<file path="config.mk">
export PLATFORM = sky130hd
export DESIGN_NAME = silod_top
export DESIGN_NICKNAME = d
export VERILOG_FILES = /design/src/design/silod_pkg.sv /design/src/design/silod_fifo.sv /design/src/design/silod_top.sv
export SDC_FILE = /design/constraint.sdc
export NUM_CORES = 1
export LEC_CHECK = 0
export CORE_MARGIN = 2
export CORE_UTILIZATION = 40
export CTS_BUF_LIST = sky130_fd_sc_hd__clkbuf_8
export CTS_CLUSTER_SIZE = 10
export DETAILED_ROUTE_END_ITERATION = 12
export DONT_BUFFER_PORTS = 1
export GPL_ROUTABILITY_DRIVEN = 0
export PLACE_DENSITY = 0.51
export SLEW_MARGIN = 20
export SYNTH_ARGS = -nofsm -noshare
export SYNTH_HDL_FRONTEND = slang
export SYNTH_SLANG_ARGS = --single-unit
</file>
<file path="constraint.sdc">
create_clock -name sys_clk -period 6.5 [get_ports sys_clk]
set_input_delay 0 -clock sys_clk [delete_from_list [all_inputs] [get_ports sys_clk]]
set_output_delay 0 -clock sys_clk [all_outputs]
set_load 0.05 [all_outputs]
</file>
<file path="src/design/silod_pkg.sv">
// Shared constants for the serial-in latched output driver
package silod_pkg;
	localparam int unsigned STAGES      = 8;
	localparam int unsigned FIFO_DEPTH  = 32;
	localparam int unsigned EV_WIDTH    = 3;
	// Event word layout
	localparam int unsigned EV_BIT      = 0;
	localparam int unsigned EV_SHIFT    = 1;
	localparam int unsigned EV_LATCH    = 2;
	localparam logic [7:0]  SHIFT_RESET = 8'h00;
	localparam logic [7:0]  STORE_RESET = 8'h00;
endpackage

</file>
<file path="src/design/silod_fifo.sv">
// Parameterised FIFO with registered read data
`timescale 1ns/1ps
module silod_fifo #(
	parameter int unsigned WIDTH = 3,
	parameter int unsigned DEPTH = 32
) (
	input  wire logic             sys_clk,
	input  wire logic             sys_rst,
	input  wire logic [WIDTH-1:0] in_data,
	input  wire logic             in_valid,
	output logic                  in_ready,
	output logic      [WIDTH-1:0] out_data,
	output logic                  out_valid,
	input  wire logic             out_ready
);
	localparam int unsigned AW = $clog2(DEPTH);

	logic [WIDTH-1:0] mem [DEPTH];
	logic [AW-1:0]    wr_ptr;
	logic [AW-1:0]    rd_ptr;
	logic [AW:0]      count;
	logic             push;
	logic             pop;

	// ----------------------------------------
	// Flow control
	// ----------------------------------------
	assign in_ready = (count != (AW+1)'(DEPTH));
	assign push     = in_valid && in_ready;
	assign pop      = (count != '0) && (!out_valid || out_ready);

	always_ff @(posedge sys_clk) begin
		if (push) begin
			mem[wr_ptr] <= in_data;
		end
	end

	always_ff @(posedge sys_clk) begin
		if (sys_rst) begin
			wr_ptr <= '0;
			rd_ptr <= '0;
			count  <= '0;
		end else begin
			if (push) begin
				wr_ptr <= (wr_ptr == AW'(DEPTH-1)) ? '0 : wr_ptr + 1'b1;
			end
			if (pop) begin
				rd_ptr <= (rd_ptr == AW'(DEPTH-1)) ? '0 : rd_ptr + 1'b1;
			end
			count <= count + (AW+1)'(push) - (AW+1)'(pop);
		end
	end

	// ----------------------------------------
	// Output register
	// ----------------------------------------
	always_ff @(posedge sys_clk) begin
		if (sys_rst) begin
			out_valid <= 1'b0;
			out_data  <= '0;
		end else if (pop) begin
			out_valid <= 1'b1;
			out_data  <= mem[rd_ptr];
		end else if (out_ready) begin
			out_valid <= 1'b0;
		end
	end
endmodule

</file>
<file path="src/design/silod_top.sv">
// Serial-in shift register, storage register and open-drain output stage
`timescale 1ns/1ps
// How it works
// RULE1: Eight-stage shift register feeds eight-bit storage register
// RULE2: Shift clock shifts; transfer clock loads storage
// RULE3: Cascade output updates on each shift edge
// RULE4: Clear low holds shift stages at zero
// RULE5: Storage reaches buffer only while clear high
// RULE6: Output enable high forces all buffer bits low
// RULE7: Enable low: buffer follows storage combinationally
// RULE8: Buffer one sinks current; zero leaves off
// RULE9: Cascade output chains into next device input
// RULE10: First stage takes input, others shift along
// RULE11: Transfer edge captures all stages at once
module silod_top #(
	parameter int unsigned STAGES     = silod_pkg::STAGES,
	parameter int unsigned FIFO_DEPTH = silod_pkg::FIFO_DEPTH
) (
	input  wire logic              sys_clk,
	input  wire logic              sys_rst,
	input  wire logic              serial_data_input,
	input  wire logic              serial_shift_clock,
	input  wire logic              latch_transfer_clock,
	input  wire logic              shift_clear_n,
	input  wire logic              output_enable_n,
	input  wire logic              drain_stall,
	output logic                   event_ready,
	output logic                   cascade_serial_output,
	output logic      [STAGES-1:0] drain_out,
	output logic      [STAGES-1:0] drain_oe,
	input  wire logic [STAGES-1:0] drain_in
);
	localparam int unsigned EW = silod_pkg::EV_WIDTH;

	logic              shift_clk_q;
	logic              latch_clk_q;
	logic              shift_rise;
	logic              latch_rise;
	logic [EW-1:0]     ev_in;
	logic [EW-1:0]     ev;
	logic              ev_valid;
	logic              core_take;
	logic              ev_shift;
	logic              ev_latch;
	logic [STAGES-1:0] shift_reg;
	logic [STAGES-1:0] storage;
	logic [STAGES-1:0] out_buffer;

	// ----------------------------------------
	// Edge detection of the two host clocks
	// ----------------------------------------
	// Pins idle low, so the cleared history cannot fake an edge
	always_ff @(posedge sys_clk) begin
		if (sys_rst) begin
			shift_clk_q <= 1'b0;
			latch_clk_q <= 1'b0;
		end else begin
			shift_clk_q <= serial_shift_clock;
			latch_clk_q <= latch_transfer_clock;
		end
	end

	assign shift_rise = serial_shift_clock && !shift_clk_q;
	assign latch_rise = latch_transfer_clock && !latch_clk_q;

	// ----------------------------------------
	// Event queue between pins and registers
	// ----------------------------------------
	// Edges are queued so a stalled core keeps them; edges seen while the
	// queue is full are dropped, which event_ready announces.
	always_comb begin
		ev_in                       = '0;
		ev_in[silod_pkg::EV_BIT]    = serial_data_input;
		ev_in[silod_pkg::EV_SHIFT]  = shift_rise;
		ev_in[silod_pkg::EV_LATCH]  = latch_rise;
	end

	silod_fifo #(
		.WIDTH (EW),
		.DEPTH (FIFO_DEPTH)
	) i_silod_fifo (
		.sys_clk   (sys_clk),
		.sys_rst   (sys_rst),
		.in_data   (ev_in),
		.in_valid  (shift_rise || latch_rise),
		.in_ready  (event_ready),
		.out_data  (ev),
		.out_valid (ev_valid),
		.out_ready (!drain_stall)
	);

	assign core_take = ev_valid && !drain_stall;
	assign ev_shift  = ev[silod_pkg::EV_SHIFT];
	assign ev_latch  = ev[silod_pkg::EV_LATCH];

	// ----------------------------------------
	// Shift register
	// ----------------------------------------
	// Clear is looked at when an event is applied, so queued shifts drop too
	always_ff @(posedge sys_clk) begin
		if (sys_rst) begin
			shift_reg <= STAGES'(silod_pkg::SHIFT_RESET);
		end else if (!shift_clear_n) begin
			shift_reg <= '0; // RULE4
		end else if (core_take && ev_shift) begin
			shift_reg <= {shift_reg[STAGES-2:0], ev[silod_pkg::EV_BIT]}; // RULE10 RULE2 RULE1
		end
	end

	// Last stage drives the chain output
	assign cascade_serial_output = shift_reg[STAGES-1]; // RULE3 RULE9

	// ----------------------------------------
	// Storage register
	// ----------------------------------------
	// A combined event loads the contents from before the shift.
	always_ff @(posedge sys_clk) begin
		if (sys_rst) begin
			storage <= STAGES'(silod_pkg::STORE_RESET);
		end else if (core_take && ev_latch) begin
			storage <= shift_reg; // RULE11 RULE2 RULE1
		end
	end

	// ----------------------------------------
	// Output buffer and open-drain stages
	// ----------------------------------------
	// One buffer bit and one sink-only stage per storage bit; the pull-up is outside
	for (genvar i = 0; i < STAGES; i++) begin : g_stage
		assign out_buffer[i] = storage[i] && !output_enable_n && shift_clear_n; // RULE5 RULE6 RULE7
		assign drain_out[i]  = 1'b0;
		assign drain_oe[i]   = out_buffer[i]; // RULE8

		a_stage_off: assert property (@(posedge sys_clk) disable iff (sys_rst) // RULE8
			!storage[i] |-> !drain_oe[i])
			else $error("stage sinks with its stored bit at zero");
	end

	// ----------------------------------------
	// Checks: reset and event queue
	// ----------------------------------------
	a_reset_state: assert property (@(posedge sys_clk) // RULE1
		sys_rst |=> shift_reg == '0 && storage == '0 && event_ready)
		else $error("state not cleared by reset");

	a_edge_queued: assert property (@(posedge sys_clk) disable iff (sys_rst) // RULE2
		(shift_rise || latch_rise) && event_ready |-> ##[1:2] ev_valid)
		else $error("accepted pin edge never reached the core");

	a_stall_hold: assert property (@(posedge sys_clk) disable iff (sys_rst) // RULE2
		(drain_stall && shift_clear_n) |=> $stable(shift_reg) && $stable(storage))
		else $error("registers moved while the queue was stalled");

	a_queue_full: assert property (@(posedge sys_clk) disable iff (sys_rst) // RULE2
		!event_ready |-> ev_valid)
		else $error("queue full with nothing offered to the core");

	// ----------------------------------------
	// Checks: shift path
	// ----------------------------------------
	a_clear_zero: assert property (@(posedge sys_clk) disable iff (sys_rst) // RULE4
		!shift_clear_n |=> shift_reg == '0)
		else $error("shift stages not cleared");

	a_clear_wins: assert property (@(posedge sys_clk) disable iff (sys_rst) // RULE4
		(!shift_clear_n && core_take && ev_shift) |=> shift_reg == '0)
		else $error("shift applied while clear held low");

	a_shift_step: assert property (@(posedge sys_clk) disable iff (sys_rst) // RULE10
		(shift_clear_n && core_take && ev_shift)
		|=> shift_reg == {$past(shift_reg[STAGES-2:0]), $past(ev[silod_pkg::EV_BIT])})
		else $error("shift step wrong");

	a_shift_idle: assert property (@(posedge sys_clk) disable iff (sys_rst) // RULE2
		(shift_clear_n && !(core_take && ev_shift)) |=> $stable(shift_reg))
		else $error("shift stages moved without a shift event");

	a_cascade_edge: assert property (@(posedge sys_clk) disable iff (sys_rst) // RULE3
		(shift_clear_n && core_take && ev_shift)
		|=> cascade_serial_output == $past(shift_reg[STAGES-2]))
		else $error("cascade output not updated");

	a_cascade_hold: assert property (@(posedge sys_clk) disable iff (sys_rst) // RULE3
		(shift_clear_n && !(core_take && ev_shift)) |=> $stable(cascade_serial_output))
		else $error("cascade output changed without a shift event");

	// ----------------------------------------
	// Checks: storage and outputs
	// ----------------------------------------
	a_latch_capture: assert property (@(posedge sys_clk) disable iff (sys_rst) // RULE11
		(core_take && ev_latch) |=> storage == $past(shift_reg))
		else $error("storage did not capture");

	a_latch_hold: assert property (@(posedge sys_clk) disable iff (sys_rst) // RULE2
		!(core_take && ev_latch) |=> $stable(storage))
		else $error("storage changed without transfer");

	a_enable_off: assert property (@(posedge sys_clk) disable iff (sys_rst) // RULE6
		output_enable_n |-> drain_oe == '0)
		else $error("outputs on while disabled");

	a_follow_store: assert property (@(posedge sys_clk) disable iff (sys_rst) // RULE7
		(!output_enable_n && shift_clear_n && core_take && ev_latch)
		##1 (!output_enable_n && shift_clear_n) |-> drain_oe == $past(shift_reg))
		else $error("buffer not following storage");

	a_enable_pass: assert property (@(posedge sys_clk) disable iff (sys_rst) // RULE7
		($fell(output_enable_n) && shift_clear_n) |-> drain_oe == storage)
		else $error("buffer waited for a clock after enable");

	a_clear_gate: assert property (@(posedge sys_clk) disable iff (sys_rst) // RULE5
		!shift_clear_n |-> drain_oe == '0)
		else $error("storage passed while clear low");

	a_clear_pass: assert property (@(posedge sys_clk) disable iff (sys_rst) // RULE5
		($rose(shift_clear_n) && !output_enable_n) |-> drain_oe == storage)
		else $error("storage not passed once clear went high");

	a_drain_sink: assert property (@(posedge sys_clk) disable iff (sys_rst) // RULE8
		drain_out == '0 && (drain_oe & ~storage) == '0)
		else $error("drain stage drives high or sinks a zero bit");
endmodule

</file>
==> results.json <==
{
  "htreeDepth": 4,
  "finalWorstSetupSlack_ns": 3.34,
  "area_growth_pct": 11.0,
  "final_cells": 647,
  "r2r_setup_slack_ns": 3.34,
  "largest_reg_flops": 96,
  "num-nets-final": 487,
  "final_hold_viol_count": 0,
  "post-place-cells": 607,
  "via_count": 3351,
  "synth_cells": 446,
  "antenna_found_initial": 0,
  "worst-slew-pin-transition_ns": 1.03,
  "post_drt_wl_per_cell_um": 17.1,
  "grt_pass1_wl_um": 18200,
  "worst_path_most_repeated_cell": "ha_1",
  "power_density_nw_per_um2": 373,
  "drcViolationCount": 0,
  "r2r_cells": 11,
  "diodes": 0,
  "netlist_area_sq_um": 5790,
  "dp_hpwl_um": 6960,
  "drt_iter0_markers": 227,
  "core.rowCount": 43,
  "cp_max_fo": 8,
  "finalSetupViolCount": 0,
  "drtAntennaViolNets": 0,
  "r2r-start": "i_silod_fifo.count[3]$_SDFF_PP0_",
  "clock_latency_ns": 0.45,
  "slew_violations": 0,
  "cp-start-kind": "flip-flop",
  "dieHeight_um": 124,
  "grt_start_max_net_pins": 34,
  "io_pins": 34,
  "drt_first_pass_iters": 4,
  "slew_headroom_pct": 31.2,
  "critPathArrivalTime_ns": 3.56,
  "cpMaxStageDelayCell": "nand4bb_1",
  "utilization_pct": 45.9,
  "clock_sinks": 134,
  "max-clock-path-buffers": 2,
  "vdd_ir_drop_max_mv": 0.202,
  "yosysUniqueCellTypes": 44,
  "critPathKind": "reg -> reg",
  "grt_pass1_vias": 3402,
  "coreArea_sq_um": 14000,
  "port_buffers": 0,
  "final_common_cell": "edfxtp_1",
  "dieArea_sq_um": 15500,
  "ys_async_sr_fraction_pct": 0,
  "cts_tree": "built",
  "path_cells": "inv_1 > ha_1 > nand4bb_1 > o21ai_1 > inv_2 > ha_1 > a21o_1 > a21oi_1 > o21bai_1 > or4_1 > nand3_1",
  "yosysSeqAreaShare_pct": 62.9,
  "grt_overflow": 0,
  "yosysTopAreaCellShare_pct": 49.8,
  "wl_met1_um": 5240,
  "hp-start": "sys_rst",
  "dp_slack_ns": 3.32,
  "avgSynthCellArea_sq_um": 13.0,
  "path_clk_slew_ns": 0.08,
  "start_util_pct": 41.4,
  "status": "completed",
  "post-route-min-period_ns": 3.16,
  "leakage_nw": 2.11,
  "worstHoldEndpoint": "i_silod_fifo.count[2]$_SDFF_PP0_",
  "met3_length_um": 441,
  "holdCritPathClass": "in -> reg",
  "min_path_cells": 2,
  "yosysTopAreaCell": "edfxtp_1",
  "cts_resized": 0,
  "end_kind": "flip-flop",
  "regToRegEndpoint": "i_silod_fifo.count[5]$_SDFF_PP0_",
  "worst_path_largest_cell_delay_ns": 0.58,
  "clock_skew_ns": 0.00573,
  "period_share_pct": 48.7,
  "drive_gt1_share_pct": 12.8,
  "synth_edf_count": 96,
  "rsz0062_at_grt": "no",
  "grtUsageTotal_pct": 15.4,
  "wl_um": 11000,
  "dominantRegCellSynth": "edfxtp_1",
  "clockRootBuffer": "clkbuf_8",
  "highest-signal-layer": "met4",
  "yosys-top-cells-area": "edfxtp_1 (50%), dfxtp_1 (13%), mux4_2 (5.8%), mux2i_1 (4.7%), ha_1 (3.5%)",
  "finalSetupTns_ns": 0,
  "routed_via_density": 5.18,
  "worst_ep_required_time_ns": 6.89,
  "layout_common_cells": "edfxtp_1 (96), nor2_1 (47), dfxtp_1 (37), nand2_1 (34), a21oi_1 (29)",
  "wl_met2_um": 5120,
  "yosysWarningCount": 0,
  "ys_seq_elements": 134,
  "cts_made_buffers": 17,
  "clock.fmax_mhz": 316,
  "max_cap_viol_count": 0,
  "die_w_um": 124
}
==> synth_stat cells, drive strengths merged (6+ instances only) <==
master	n
o21ai	8
nor2	47
nand2	34
mux2i	27
o22ai	9
a31oi	6
buf	17
mux4	15
ha	16
and2	8
dfxtp	38
nor2b	7
clkbuf	12
a21oi	29
inv	15
edfxtp	96
nand3	23
==> per-layer routing <==
| metal | up-vias | GRT usage, % |
|---|---|---|
| met5 | - | 0 |
| met4 | 0 | 6.68 |
| met3 | 22 | 4.21 |
| met2 | 65 | 23.4 |
| met1 | 1629 | 20.8 |
| li1 | 1635 | - |
==> worst max-delay path, delay by kind of cell (launching register included) <==
| family | cells | cell delay (ns) |
|---|---|---|
| AO/OA/AOI/OAI | 4 | 1.09 |
| adder cells (fa/ha/maj) | 2 | 0.39 |
| buffers and inverters | 2 | 0.23 |
| AND/OR/NAND/NOR | 3 | 1.08 |
| flip-flops | 1 | 0.32 |
==> power breakdown <==
group	internal (mW)	total [mW]	leakage (nW)	switching, mW
clock network	0.430	0.759	0.208	0.329
registers	0.965	1.05	1.18	0.0822
logic	0.269	0.588	0.724	0.319
total	1.66	2.39	2.11	0.730
==> repair_timing <==
item                       in CTS  in global routing
setup endpoints to repair       0                  0
hold endpoints to repair       70                  0
buffers inserted                0                  0
hold buffers                    8                  0
==> stage by stage <==
stage	area [sq um]	hold WS [ns]	power, mW
floorplan	5820	0.0989	1.54
global placement	5890	0.0714	1.64
detailed placement	5890	0.0722	1.65
CTS	6430	0.0997	2.42
global route	6430	0.0624	2.53
finish	6430	0.0360	2.39
==> cells by family after synthesis <==
family,synth area share (%)
flops,62.9
simple gates,12.6
fa+ha+maj,3.80
compound gates,5.60
other cells,0.0648
buf+inv,4.11
xor+xnor,0.454
mux,10.5
==> area by class of cell <==
cell class | count | area, sq um
fillers | 1299 | 7560
flip-flops and latches | 134 | 3640
multi-input cells | 275 | 1940
clock buffers | 18 | 248
well taps | 180 | 225
clock inverters | 14 | 201
repair buffers | 11 | 108
inverters | 15 | 56.3
==> how the worst max path moves through the flow <==
stage | from | endpoint | slack (ns)
finish | i_silod_fifo.count[3]$_SDFF_PP0_ | i_silod_fifo.count[5]$_SDFF_PP0_ | 3.34
global route | i_silod_fifo.count[2]$_SDFF_PP0_ | i_silod_fifo.count[5]$_SDFF_PP0_ | 3.10
CTS | i_silod_fifo.count[3]$_SDFF_PP0_ | i_silod_fifo.count[5]$_SDFF_PP0_ | 3.30
detailed placement | i_silod_fifo.count[2]$_SDFF_PP0_ | i_silod_fifo.count[5]$_SDFF_PP0_ | 3.32
global placement | i_silod_fifo.count[2]$_SDFF_PP0_ | i_silod_fifo.count[5]$_SDFF_PP0_ | 3.33
floorplan | latch_clk_q$_SDFF_PP0_ | i_silod_fifo.count[4]$_SDFF_PP0_ | 3.71
No activity file was read; power rests on OpenSTA's default activity.
